--- config.mk ---
export PLATFORM = sky130hd
export DESIGN_NAME = bpc_port
export DESIGN_NICKNAME = d
export VERILOG_FILES = /design/src/rtl/bpc_pkg.sv /design/src/rtl/bpc_port.sv /design/src/rtl/bpc_sync.sv
export VERILOG_INCLUDE_DIRS = /design/src /design/src/rtl
export SDC_FILE = /design/constraint.sdc
export NUM_CORES = 1
export LEC_CHECK = 0
export BUFFER_PORTS_ARGS = -buffer_cell sky130_fd_sc_hd__buf_2
export CORE_UTILIZATION = 37
export DETAILED_ROUTE_END_ITERATION = 12
export HOLD_SLACK_MARGIN = 0.06
export PLACE_DENSITY = 0.66
export REMOVE_ABC_BUFFERS = 1
export SYNTH_ARGS = -nofsm -noshare
export SYNTH_HDL_FRONTEND = slang
export SYNTH_HIERARCHICAL = 1
export SYNTH_SLANG_ARGS = --single-unit
--- constraint.sdc ---
create_clock -name clk -period 2.84 [get_ports clk]
set_input_delay 0.568 -clock clk [delete_from_list [all_inputs] [get_ports clk]]
set_output_delay 0.568 -clock clk [all_outputs]
set_load 0.02 [all_outputs]
--- src/rtl/bpc_defines.svh ---
/*
 * register offsets, field positions, reset values for the gpio port block
 * assumes: included by bare name inside design files
 */
`ifndef BPC_DEFINES_SVH
`define BPC_DEFINES_SVH

// ***************************************************************
// register byte offsets (apb, one aligned word each)
// ***************************************************************
`define BPC_OFF_DIR      12'h000
`define BPC_OFF_LEVEL    12'h004
`define BPC_OFF_LATCH    12'h008
`define BPC_OFF_CHG_EN   12'h00C
`define BPC_OFF_CTRL     12'h010
`define BPC_OFF_IRQ_STAT 12'h014
`define BPC_OFF_IRQ_CLR  12'h018
`define BPC_OFF_IRQ_EN   12'h01C
`define BPC_OFF_ALT_EN   12'h020

// ***************************************************************
// field positions and reset values
// ***************************************************************
`define BPC_CTRL_GIE_BIT  0
`define BPC_CTRL_FLAG_BIT 1
`define BPC_IRQ_CHG_BIT   0
`define BPC_INPUT_ONLY    3
`define BPC_DIR_RST       6'h3F
`define BPC_LATCH_RST     6'h00

`endif

--- src/rtl/bpc_pkg.sv ---
/*
 * types shared by the gpio port block
 * assumes: nothing beyond a systemverilog compiler
 */
package bpc_pkg;
    // ***************************************************************
    // apb access phases
    // ***************************************************************
    typedef enum logic [0:0] {
        BPC_IDLE,
        BPC_ACCESS
    } bpc_phase_t;
endpackage

--- src/rtl/bpc_port.sv ---
/*
 * bidirectional gpio port with interrupt on change, apb slave
 * assumes: apb master on clk; pins resolved outside from out/oe_b
 */
// Local design decisions: the placing of the registers and the APB slave port.
`timescale 1ns/1ns
`include "bpc_defines.svh"

// Overview of operation
// - port has direction, pin-level and output latch registers; one port instanced here
// - enabled alternate peripheral takes the pin away from general-purpose use
// - six-bit port; the input-only pin's direction bit always reads one
// - direction bit one makes the pin an input, driver off
// - direction bit zero drives the output latch onto the pin
// - pin-level read returns pin levels; write updates the output latch
// - output latch register readable, returns latched value, not pins
// - per-pin change-enable bit turns change detection on or off
// - global change-enable gates all pin change interrupts
// - only pins set as inputs take part in change compare
// - compare current level with copy latched at last pin-level read
// - per-pin mismatches ORed set the shared change flag
module bpc_port
    import bpc_pkg::*;
#(
    parameter int WIDTH = 6
) (
    // clock and reset
    input  wire logic             clk,
    input  wire logic             rst_b,
    // apb slave
    input  wire logic             psel,
    input  wire logic             penable,
    input  wire logic             pwrite,
    input  wire logic [11:0]      paddr,
    input  wire logic [31:0]      pwdata,
    output logic      [31:0]      prdata,
    output logic                  pready,
    output logic                  pslverr,
    // pins
    input  wire logic [WIDTH-1:0] pin_in,
    output logic      [WIDTH-1:0] pin_out,
    output logic      [WIDTH-1:0] pin_oe_b,
    // alternate peripheral functions
    input  wire logic [WIDTH-1:0] alt_out,
    input  wire logic [WIDTH-1:0] alt_oe_b,
    // interrupt
    output logic                  irq
);
    // ***************************************************************
    // reset release
    // ***************************************************************
    logic [1:0] rst_q;
    logic       rst_s_b;

    // two-stage release of reset
    always_ff @(posedge clk or negedge rst_b) begin
        if (!rst_b) begin
            rst_q <= 2'h0;
        end else begin
            rst_q <= {rst_q[0], 1'b1};
        end
    end
    assign rst_s_b = rst_q[1];

    // ***************************************************************
    // pin synchroniser
    // ***************************************************************
    logic [WIDTH-1:0] pin_level;

    bpc_sync #(
        .WIDTH (WIDTH)
    ) u_sync (
        .clk   (clk),
        .rst_b (rst_s_b),
        .din   (pin_in),
        .dout  (pin_level)
    );

    // ***************************************************************
    // state
    // ***************************************************************
    // direction, level, latch
    typedef struct packed {
        bpc_phase_t       phase;
        logic [WIDTH-1:0] direction_bits;
        logic [WIDTH-1:0] output_latch;
        logic [WIDTH-1:0] change_enable_reg;
        logic [WIDTH-1:0] alt_en;
        logic [WIDTH-1:0] read_copy;
        logic             change_irq_global_enable;
        logic             change_irq_flag;
        logic             irq_en;
        logic [31:0]      prdata;
        logic             pready;
        logic             pslverr;
        logic [WIDTH-1:0] pin_out;
        logic [WIDTH-1:0] pin_oe_b;
        logic             irq;
    } bpc_state_t;

    bpc_state_t st;
    bpc_state_t next_st;

    // direction as seen by software and logic, input-only pin forced
    function automatic logic [WIDTH-1:0] eff_dir(input logic [WIDTH-1:0] d);
        logic [WIDTH-1:0] r;
        r                 = d;
        r[`BPC_INPUT_ONLY] = 1'b1;
        return r;
    endfunction

    logic [WIDTH-1:0] dir_now;
    logic [WIDTH-1:0] mismatch;
    logic             change_evt;
    logic             wr;
    logic             rd;
    logic             hit;

    assign dir_now    = eff_dir(st.direction_bits);
    assign mismatch   = (pin_level ^ st.read_copy) & st.change_enable_reg & dir_now;
    assign change_evt = (|mismatch) & st.change_irq_global_enable;
    assign wr         = psel && penable && st.phase == BPC_ACCESS && pwrite;
    assign rd         = psel && penable && st.phase == BPC_ACCESS && !pwrite;
    assign hit        = paddr inside {`BPC_OFF_DIR, `BPC_OFF_LEVEL, `BPC_OFF_LATCH,
                                      `BPC_OFF_CHG_EN, `BPC_OFF_CTRL, `BPC_OFF_IRQ_STAT,
                                      `BPC_OFF_IRQ_CLR, `BPC_OFF_IRQ_EN, `BPC_OFF_ALT_EN};

    // ***************************************************************
    // next-state logic
    // ***************************************************************
    always_comb begin
        next_st         = st;
        next_st.pready  = 1'b0;
        next_st.pslverr = 1'b0;
        // apb: setup then one wait cycle, answer registered
        case (st.phase)
            BPC_IDLE: begin
                if (psel && !penable) begin
                    next_st.phase = BPC_ACCESS;
                end
            end
            BPC_ACCESS: begin
                if (!st.pready) begin
                    next_st.pready  = 1'b1;
                    next_st.pslverr = !hit;
                    next_st.prdata  = 32'h0000_0000;
                    if (!pwrite) begin
                        case (paddr)
                            `BPC_OFF_DIR:      next_st.prdata[WIDTH-1:0] = dir_now;
                            `BPC_OFF_LEVEL:    next_st.prdata[WIDTH-1:0] = pin_level;
                            `BPC_OFF_LATCH:    next_st.prdata[WIDTH-1:0] = st.output_latch;
                            `BPC_OFF_CHG_EN:   next_st.prdata[WIDTH-1:0] = st.change_enable_reg;
                            `BPC_OFF_CTRL: begin
                                next_st.prdata[`BPC_CTRL_GIE_BIT]  = st.change_irq_global_enable;
                                next_st.prdata[`BPC_CTRL_FLAG_BIT] = st.change_irq_flag;
                            end
                            `BPC_OFF_IRQ_STAT: next_st.prdata[`BPC_IRQ_CHG_BIT] = st.change_irq_flag;
                            `BPC_OFF_IRQ_EN:   next_st.prdata[`BPC_IRQ_CHG_BIT] = st.irq_en;
                            `BPC_OFF_ALT_EN:   next_st.prdata[WIDTH-1:0] = st.alt_en;
                            default:           next_st.prdata = 32'h0000_0000;
                        endcase
                    end
                end else begin
                    next_st.phase = BPC_IDLE;
                end
            end
            default: next_st.phase = BPC_IDLE;
        endcase

        // register writes take effect on the pready edge
        if (wr && st.pready) begin
            case (paddr)
                `BPC_OFF_DIR:    next_st.direction_bits = pwdata[WIDTH-1:0];
                `BPC_OFF_LEVEL:  next_st.output_latch = pwdata[WIDTH-1:0];
                `BPC_OFF_LATCH:  next_st.output_latch = pwdata[WIDTH-1:0];
                `BPC_OFF_CHG_EN: next_st.change_enable_reg = pwdata[WIDTH-1:0];
                `BPC_OFF_CTRL: begin
                    next_st.change_irq_global_enable = pwdata[`BPC_CTRL_GIE_BIT];
                    if (!pwdata[`BPC_CTRL_FLAG_BIT]) begin
                        next_st.change_irq_flag = 1'b0;
                    end
                end
                `BPC_OFF_IRQ_CLR: begin
                    if (pwdata[`BPC_IRQ_CHG_BIT]) begin
                        next_st.change_irq_flag = 1'b0;
                    end
                end
                `BPC_OFF_IRQ_EN: next_st.irq_en = pwdata[`BPC_IRQ_CHG_BIT];
                `BPC_OFF_ALT_EN: next_st.alt_en = pwdata[WIDTH-1:0];
                default: ;
            endcase
        end

        if (rd && st.pready && paddr == `BPC_OFF_LEVEL) begin
            next_st.read_copy = st.prdata[WIDTH-1:0]; // the very value software was handed
        end

        // sticky flag, set wins over clear
        if (change_evt) begin
            next_st.change_irq_flag = 1'b1;
        end

        // pin drive per bit
        for (int i = 0; i < WIDTH; i++) begin
            if (st.alt_en[i]) begin
                next_st.pin_out[i]  = alt_out[i];
                next_st.pin_oe_b[i] = alt_oe_b[i] | (i == `BPC_INPUT_ONLY);
            end else begin
                next_st.pin_out[i]  = st.output_latch[i];
                next_st.pin_oe_b[i] = dir_now[i];
            end
        end

        next_st.irq = next_st.change_irq_flag & next_st.irq_en;
    end

    // state register
    always_ff @(posedge clk or negedge rst_s_b) begin
        if (!rst_s_b) begin
            st                <= '0;
            st.direction_bits <= `BPC_DIR_RST;
            st.pin_oe_b       <= `BPC_DIR_RST;
            st.output_latch   <= `BPC_LATCH_RST;
        end else begin
            st <= next_st;
        end
    end

    assign prdata   = st.prdata;
    assign pready   = st.pready;
    assign pslverr  = st.pslverr;
    assign pin_out  = st.pin_out;
    assign pin_oe_b = st.pin_oe_b;
    assign irq      = st.irq;

    // ***************************************************************
    // checks
    // ***************************************************************
    chk_flag_sticky: assert property (@(posedge clk) disable iff (!rst_s_b)
        st.change_irq_flag && !(wr && st.pready) |=> st.change_irq_flag)
        else $error("change flag dropped without a clear");

    chk_change_sets: assert property (@(posedge clk) disable iff (!rst_s_b)
        change_evt |=> st.change_irq_flag)
        else $error("mismatch did not set change flag");

    chk_gie_gates: assert property (@(posedge clk) disable iff (!rst_s_b)
        !st.change_irq_global_enable && !st.change_irq_flag |=> !st.change_irq_flag)
        else $error("change flag set with global enable clear");

    chk_output_excl: assert property (@(posedge clk) disable iff (!rst_s_b)
        !st.change_irq_flag && ((pin_level ^ st.read_copy) & st.change_enable_reg
        & (st.direction_bits | (WIDTH'(1) << `BPC_INPUT_ONLY))) == '0 |=> !st.change_irq_flag)
        else $error("output pin set the change flag");

    chk_pin_enable: assert property (@(posedge clk) disable iff (!rst_s_b)
        !st.change_irq_flag && ((pin_level ^ st.read_copy) & st.change_enable_reg) == '0
        |=> !st.change_irq_flag)
        else $error("disabled pin set the change flag");

    chk_dir_drive: assert property (@(posedge clk) disable iff (!rst_s_b)
        1'b1 |=> ((st.pin_oe_b ^ $past(dir_now)) & ~$past(st.alt_en)) == '0)
        else $error("pin driver does not follow direction");

    chk_alt_owns: assert property (@(posedge clk) disable iff (!rst_s_b)
        1'b1 |=> ((st.pin_out ^ $past(alt_out)) & $past(st.alt_en)) == '0)
        else $error("alternate function does not own its pin");

    chk_write_latch: assert property (@(posedge clk) disable iff (!rst_s_b)
        wr && st.pready && paddr == `BPC_OFF_LEVEL
        |=> st.output_latch == $past(pwdata[WIDTH-1:0]))
        else $error("pin-level write missed the latch");

    chk_ready_pulse: assert property (@(posedge clk) disable iff (!rst_s_b)
        st.pready |=> !st.pready)
        else $error("pready held longer than one cycle");

    chk_input_only: assert property (@(posedge clk) disable iff (!rst_s_b)
        st.pin_oe_b[`BPC_INPUT_ONLY])
        else $error("input-only pin driven");

    chk_drive_latch: assert property (@(posedge clk) disable iff (!rst_s_b)
        !st.alt_en[0] && !dir_now[0] |=> st.pin_out[0] == $past(st.output_latch[0]))
        else $error("pin zero not driving latch");

    chk_read_copy: assert property (@(posedge clk) disable iff (!rst_s_b)
        rd && st.pready && paddr == `BPC_OFF_LEVEL
        |=> st.read_copy == $past(st.prdata[WIDTH-1:0]))
        else $error("read copy not refreshed");

    chk_latch_read: assert property (@(posedge clk) disable iff (!rst_s_b)
        st.phase == BPC_ACCESS && !st.pready && !pwrite && paddr == `BPC_OFF_LATCH
        |=> st.prdata[WIDTH-1:0] == $past(st.output_latch))
        else $error("latch read returned wrong value");
endmodule

--- src/rtl/bpc_sync.sv ---
/*
 * three-stage synchroniser for the pin levels, change counts once
 * stages two and three agree
 * assumes: pins are asynchronous to clk
 */
`timescale 1ns/1ns
module bpc_sync #(
    parameter int WIDTH = 6
) (
    // clock and reset
    input  wire logic             clk,
    input  wire logic             rst_b,
    // pins in, filtered levels out
    input  wire logic [WIDTH-1:0] din,
    output logic      [WIDTH-1:0] dout
);
    typedef struct packed {
        logic [WIDTH-1:0] s1;
        logic [WIDTH-1:0] s2;
        logic [WIDTH-1:0] s3;
        logic [WIDTH-1:0] q;
    } bpc_sync_st_t;

    bpc_sync_st_t st;
    bpc_sync_st_t next_st;

    // shift chain, accept when second and third stage agree
    always_comb begin
        next_st    = st;
        next_st.s1 = din;
        next_st.s2 = st.s1;
        next_st.s3 = st.s2;
        for (int i = 0; i < WIDTH; i++) begin
            if (st.s2[i] == st.s3[i]) begin
                next_st.q[i] = st.s3[i];
            end
        end
    end

    // state register
    always_ff @(posedge clk or negedge rst_b) begin
        if (!rst_b) begin
            st <= '0;
        end else begin
            st <= next_st;
        end
    end

    assign dout = st.q;
endmodule

After elaboration in Yosys (flattened, before gate mapping)
Cells that the tools add are included.
{"block": "totals", "ff_bits": 80, "latchBits": 0, "mem_bits_rw": 0, "romBits": 0, "output_inout_bits": 47, "elab_cells": 93, "n_memories": 0}
{"block": "op_classes", "addsub": 0, "mul": 0, "div_mod_pow": 0, "n_lt_le_gt_ge": 0, "n_eq_ne": 14, "shifts": 0, "mux": 26, "n_bitwise": 7, "reduce_logical": 21}
{"cell": "12-bit by 5-bit equality test with 1-bit output, second input constant", "count": 4}
{"cell": "12-bit by 4-bit equality test with 1-bit output, second input constant", "count": 2}
{"cell": "4-bit one-hot mux with 5 select lines", "count": 1}
{"cell": "1-bit 2-to-1 mux", "count": 17}
{"cell": "6-bit bitwise AND", "count": 2}
{"cell": "12-bit by 3-bit equality test with 1-bit output, second input constant", "count": 1}
{"cell": "12-bit by 6-bit equality test with 1-bit output, second input constant", "count": 1}
{"cell": "12-bit logical NOT", "count": 1}
{"cell": "2-bit AND reduction", "count": 6}
{"cell": "9-bit nonzero test", "count": 1}
{"cell": "1-bit logical AND", "count": 8}
{"cell": "1-bit one-hot mux with 8 select lines", "count": 1}
{"cell": "1-bit equality test", "count": 6}
{"cell": "2-bit 2-to-1 mux", "count": 3}
{"cell": "6-bit 2-to-1 mux", "count": 1}
{"cell": "1-bit one-hot mux with 6 select lines", "count": 1}
{"cell": "6-bit OR reduction", "count": 1}
{"cell": "6-bit XOR", "count": 1}
{"cell": "1-bit one-hot mux with 2 select lines", "count": 2}
{"cell": "1-bit logical NOT", "count": 3}
{"cell": "1-bit bitwise AND", "count": 2}
{"cell": "1-bit inverter", "count": 2}
{"cell": "2-bit OR reduction", "count": 1}

Depth between registers and ports, before layout
Gate-level depths: netlist (run 1).
{"block": "logic_depth", "depth_word": 7, "ltp_mapped": 6, "depth_no_buf": 5}

Hierarchy
The synthesis (run 1) kept the hierarchy.
{"mod": "bpc_port", "n_inst": 1, "cells_per_inst": 250, "area_each_um2": 2875.3}
{"mod": "bpc_sync", "n_inst": 1, "cells_per_inst": 36, "area_each_um2": 713.2}

Least setup slack after synthesis (run 1)
Ideal clock, no wire load.
{"block": "synth_path", "kind": "input port to flip-flop", "from": "input paddr[1]", "to": "register st (netlist bit irq)", "arrival_ns": 1.942, "slack_ns": 0.779, "stages": 5, "cell_sequence": "nor4_1 -> nand4_1 -> or4_1 -> a22o_1 -> and2_1"}
{"item": "from (decl)", "line_no": "bpc_port.sv:34", "source": "input wire logic [11:0] paddr,"}
{"item": "to (signal assigned)", "line_no": "bpc_port.sv:225", "source": "st <= next_st;"}
{"item": "to (decl)", "line_no": "bpc_port.sv:101", "source": "bpc_state_t st;"}

Final worst setup path (run 1)
{"block": "layout_path", "from": "input paddr[1]", "to": "register st[64] (netlist bit)"}
{"block": "layout_via", "elab_chain_len": 2}
{"item": "12-bit by 4-bit equality test with 1-bit output", "line_no": "bpc_port.sv:172", "source": "case (paddr)"}
{"item": "2-bit AND reduction (no source line)"}
Every way passes these cells.
A chain may end at the register's enable or synchronous reset.

==> results of run 1 <==
-- cell families (layout without fill, tap and decap cells) --
| group | after synthesis | count (layout) | share of synthesized area [%] |
|---|---|---|---|
| mux | 52 | 52 | 16.4 |
| xor+xnor | 7 | 7 | 1.71 |
| fa+ha+maj | 6 | 6 | 1.88 |
| simple gates | 50 | 50 | 7.36 |
| flops | 79 | 79 | 55.4 |
| compound gates | 27 | 27 | 5.02 |
| other cells | 2 | 28 | 0.209 |
| buf+inv | 63 | 90 | 12.0 |
-- power by group through the flow --
| stage | Combinational [mW] | Clock, mW | Sequential (mW) |
|---|---|---|---|
| 2_1_floorplan | 0.0924 | 0 | 1.24 |
| 3_3_place_gp | 0.185 | 0 | 1.23 |
| 3_5_place_dp | 0.186 | 0 | 1.23 |
| 4_1_cts | 0.188 | 0.935 | 1.21 |
| 5_1_grt | 0.209 | 0.983 | 1.22 |
| 6_report | 0.189 | 0.906 | 1.21 |
-- cells in the final DEF, fill, tap and decap left out, types with 2 or more instances in the layout --
| cell type | instances |
|---|---|
| dfrtp_1 | 68 |
| buf_2 | 59 |
| mux2_2 | 45 |
| conb_1 | 28 |
| nand2_1 | 11 |
| nor2_1 | 10 |
| clkbuf_8 | 10 |
| dfstp_2 | 10 |
| buf_4 | 9 |
| xor2_1 | 6 |
| o21ai_0 | 6 |
| mux2i_1 | 6 |
| maj3_2 | 6 |
| inv_1 | 5 |
| a21oi_1 | 5 |
| nand2b_1 | 4 |
| nand3_1 | 4 |
| a32oi_1 | 4 |
| nor4_1 | 3 |
| or4_1 | 3 |
| nand4_1 | 2 |
| or3_1 | 2 |
| and2_1 | 2 |
| and3_1 | 2 |
| o21ai_1 | 2 |
| nor2_2 | 2 |
| a22oi_1 | 2 |
| a221oi_1 | 2 |
| a31oi_1 | 2 |
| o41ai_1 | 2 |
| clkbuf_1 | 2 |
| bufinv_16 | 2 |
| clkinv_2 | 2 |
-- layout make-up --
cell class / instances / area [um^2]
Multi-Input combinational cell: 170 / 1270
Sequential cell: 79 / 1990
Fill cell: 900 / 5300
Timing Repair Buffer: 69 / 373
Inverter: 5 / 18.8
Clock buffer: 12 / 145
Clock inverter: 4 / 70.1
Tap cell: 129 / 161
-- metal layers --
metal  track usage [%]  vias up  share of wire, %
met4              7.69        0               2.0
li1                  -     1023                 -
met1              20.9     1069                47
met3              4.09       13               8.0
met2              21.7      102                43
met5                 0        -                 0
-- worst max-delay path, delay by kind of cell --
kind,cells,cell delay (ps)
buffers and inverters,2,270
AND/OR/NAND/NOR,4,1110
multiplexers,1,380
-- metrics by stage --
step / util, % / instance area [um^2] / total power, mW
2_1_floorplan: - / 3280 / 1.33
3_3_place_gp: 40.8 / 3800 / 1.42
3_5_place_dp: 40.8 / 3800 / 1.42
4_1_cts: 43.2 / 4030 / 2.34
5_1_grt: 43.2 / 4030 / 2.41
6_report: 43.2 / 4030 / 2.31
-- state kept, by name, summed over array words and instances, names as in the netlist --
signal	flops
pslverr	1
u_sync/next_st	12
dir_now	5
pin_oe_b	5
u_sync/dout	6
st	28
pin_out	6
pready	1
u_sync/st	6
prdata	6
irq	1
rst_q	2
-- how the worst max path moves through the flow --
stage	slack [ps]	startpoint	endpoint	depth (start not counted)
floorplan	490	rst_q[1]	irq	0
global placement	420	paddr[1]	st[62]	7
detailed placement	420	paddr[1]	st[63]	7
CTS	800	paddr[1]	st[64]	7
global route	640	paddr[1]	st[66]	7
finish	750	paddr[1]	st[64]	7
-- timing repair --
item	in CTS	in global routing
endpoints found under the hold margin	2	0
resized for setup	0	0
hold buffers	1	0
==> flow_metrics.tcl, run 1 <==
set metrics [dict create \
    run_status "finished, final reports clean" \
    avgSynthCellArea_um2 12.5 \
    gp_congestion 0.844 \
    cap_viol_max_count 0 \
    cp_slowest_cell "mux2_2" \
    worstPathCellList "buf_2 > nor4_1 > buf_4 > nand4_1 > nand2b_1 > nor2_2 > mux2_2" \
    max-slew-margin-rel_pct 34.9 \
    areaGrowthSynthToFinish_pct 12.3 \
    synth_top_area_cell "dfrtp_1" \
    yosysMostFrequentCell "dfrtp_1" \
    sw_frac_of_total_pct 24.3 \
    cp.arrival_ps 2330 \
    ys_seq_area_share_pct 55.4 \
    clk_path_buf_depth 2 \
    worst_slack_ps 748 \
    p_switching_mw 0.560 \
    reg2reg_depth 5 \
    dieArea_mm2 0.0101 \
    synth_cell_types 39 \
    critical_path.startpoint_type "input port" \
    seq_power_share_pct 52.5 \
    synth_top_cells_by_area "dfrtp_1 48%, mux2_2 14%, buf_4 10%, dfstp_2 7.3%, maj3_2 1.9%" \
    grt_pass1_vias 2112 \
    min_from "pin_in[0]" \
    worstHoldPathCells 1 \
    diodes 0 \
    worst_clock_skew_ps 11.3 \
    grt_pass1_wl_um 11300 \
    slew_violations 0 \
    hold_class "input port to flip-flop" \
    r2r-end "st[64]" \
    synth_edf_count 0 \
    worstSetupEndpointType "flip-flop" \
    setup_violations 0 \
    max_freq_mhz 478 \
    routed_wl_um 6890 \
    critical_path.max_stage_delay_ps 380 \
    setup_tns_ps 0 \
    dr.pass1.iters 4 \
    initial_core_util_pct 38.5 \
    port_buffers 59 \
    synth-async-reset-ratio_pct 100 \
    rsz0062_at_grt "no" \
    cts_setup_buffers 0 \
    holdPathEnd "u_sync/next_st[12]" \
    required_ps 3080 \
    synth_top_area_share_pct 48.1 \
    rows 35 \
    vias_per_cell 4.72 \
    die_x_um 100 \
    crit_path_max_fanout 6 \
    hold_viol 0 \
    numCtsBuffers 9 \
    synth_common_cells "69 x dfrtp_1, 50 x buf_4, 45 x mux2_2" \
    period_share_pct 73.7 \
    place_inst 451 \
    cts_tree "built" \
    ys.flop_type "dfrtp_1" \
    intPower_mw 1.75 \
    insertion_delay_ps 350 \
    grt_max_degree 78 \
    p_comb_share_pct 8.2 \
    r2r-start "st[80]" \
    ant_nets 0 \
    drive_above_1_share_pct 44.0 \
    hpwlAfterDp_um 4960 \
    leakage_nw 1.99 \
    die_h_um 100 \
    clock-root-buffer "clkbuf_8" \
    min_period_ps 2090 \
    grt_overflow_total 0 \
    powerDensity_mw_per_mm2 572 \
    antenna_found_initial 0 \
    grt_usage_pct 15.1 \
    route.vias.total 2207 \
    synth_seq_cells 79 \
    first_iter_violations 140 \
    clock-sinks 79 \
    htreeDepth 3 \
    final_nets 401 \
    regToRegSetupSlack_ps 860 \
    worstSetupPathType "input port to flip-flop" \
    p_clk_share_pct 39.3 \
    stdcell_count 468 \
    syn_area_mm2 0.00359 \
    peakVddDrop_v 0.000208 \
    pin_count 114 \
    wl_per_cell_um 14.7 \
    cts.clk_slew.worst_paths_ps 80 \
    hold_ws_ps 314 \
    worst_pin_slew_ps 976 \
    drcViolationCount 0 \
    core_area_mm2 0.00933 \
    syn_inst 286 \
    yosys_warnings 6 \
    place_ws_ps 424 \
]
No activity file was read; power rests on OpenSTA's default activity.
==> run 2, diff against run 1 <==
- clock period: 2.84 -> 2.2 ns (I/O delays scaled with it)
==> flow_metrics.tcl, run 2 (synthesized netlist as in run 1, its figures left out) <==
set metrics [dict create \
    final_common_cell "dfrtp_1" \
    r2r-end "irq" \
    clock-root-buffer "clkbuf_8" \
    grt_overflow_total 0 \
    grt_usage_pct 14.4 \
    die_x_um 100 \
    regToRegSetupSlack_ps 310 \
    vias_per_cell 4.72 \
    hold_class "input port to flip-flop" \
    final_nets 410 \
    worstSetupEndpointType "flip-flop" \
    hpwlAfterDp_um 5090 \
    period_share_pct 88.8 \
    holdPathEnd "u_sync/next_st[15]" \
    gp_congestion 0.842 \
    grt_max_degree 44 \
    diodes 0 \
    worstSetupPathType "input port to flip-flop" \
    worst_clock_skew_ps 8.54 \
    clk_path_buf_depth 2 \
    postCtsResizedCells 0 \
    crit_path_max_fanout 5 \
    drive_above_1_share_pct 46.0 \
    cap_viol_max_count 0 \
    drcViolationCount 0 \
    first_iter_violations 97 \
    layout_common_cells "68 x dfrtp_1, 59 x buf_2, 45 x mux2_2" \
    peakVddDrop_v 0.000326 \
    routed_wl_um 6720 \
    slew_violations 0 \
    setup_violations 0 \
    rsz0062_at_grt "no" \
    required_ps 2440 \
    port_buffers 59 \
    seqCellArea_mm2 0.00199 \
    die_h_um 100 \
    htreeDepth 3 \
    cp.arrival_ps 2200 \
    crit_start "paddr[1]" \
    critical_path.startpoint_type "input port" \
    clock-sinks 79 \
    ant_nets 0 \
    grt_pass1_wl_um 10800 \
    cts_tree "built" \
    leakage_nw 2.03 \
    powerDensity_mw_per_mm2 711 \
    numCtsBuffers 9 \
    initial_core_util_pct 38.5 \
    min_from "pin_in[3]" \
    top_register "st" \
    hold_viol 0 \
    areaGrowthSynthToFinish_pct 14.3 \
    route.vias.total 2251 \
    cts.clk_slew.worst_paths_ps 80 \
    core_area_mm2 0.00933 \
    rows 35 \
    dr.pass1.iters 4 \
    dieArea_mm2 0.0101 \
    run_status "finished, final reports clean" \
    multi_input_area_mm2 0.00127 \
    insertion_delay_ps 350 \
    grt_pass1_vias 2145 \
    place_ws_ps -125 \
    min_period_ps 1950 \
    r2r-start "st[80]" \
    largest_reg_flops 28 \
    worst_slack_ps 247 \
    reg2reg_depth 5 \
    pin_count 114 \
    max_freq_mhz 512 \
    wl_per_cell_um 14.1 \
    fillers 882 \
    antenna_found_initial 0 \
    hold_ws_ps 189 \
    worstHoldPathCells 1 \
]
-- run 2: cell types whose count changed in the layout (fill, tap and decap cells not counted), sizes merged --
cell      before  now
inv            5    6
buf           68   77
bufinv         2    1
clkbuf        12   10
clkinvlp       0    1
clkinv         2    3
-- run 2: per-stage QoR --
step           power, mW  util (%)  cell area (um^2)  TNS [ps]  cells
2_1_floorplan       1.72         -              3280     -9760    254
3_3_place_gp        1.85      41.6              3880     -29.0    460
3_5_place_dp        1.86      41.6              3880     -1790    460
4_1_cts             2.96      44.0              4100         0    477
5_1_grt             3.05      44.0              4100         0    477
6_report            2.92      44.0              4100         0    477
-- run 2: cell type report --
type                       instances  share of cell area [%]
multi-input combinational        170                    30.9
timing repair buffer              78                    11.0
clock buffer                      10                    3.36
tap                              129                    3.94
inverter                           5                   0.458
clock inverter                     6                    1.68
sequential                        79                    48.6
-- run 2: report_power, final --
| group | internal (mW) | switching [mW] | total (mW) |
|---|---|---|---|
| sequential | 1.51 | 0.0435 | 1.55 |
| clock | 0.560 | 0.528 | 1.09 |
| combinational | 0.0966 | 0.182 | 0.279 |
-- run 2: how the worst max path moves through the flow --
stage | depth (start not counted) | slack [ps] | to
after floorplan | 0 | -150 | irq
final | 7 | 250 | irq
after global placement | 7 | -10 | irq
after CTS | 7 | 270 | irq
after global routing | 7 | 80 | irq
after detailed placement | 7 | -130 | irq
-- run 2: worst max-delay path, stage by stage --
cell	delay (ps)
buf_2	90
nor4_1	320
buf_4	180
nand4_1	180
nor4_1	430
mux2_2	390
and2_1	150
-- run 2: layer usage --
layer | up-vias | track usage (%) | share of wire (%)
met5 | - | 0 | 0
met4 | 0 | 6.35 | 1.4
met3 | 8 | 4.51 | 7.8
met2 | 114 | 21.0 | 44
met1 | 1092 | 19.7 | 46
li1 | 1037 | - | -
-- run 2: timing repair --
action,4_1_cts,5_1_grt
buffers inserted,0,0
hold endpoints to repair,2,0
hold buffers,1,0
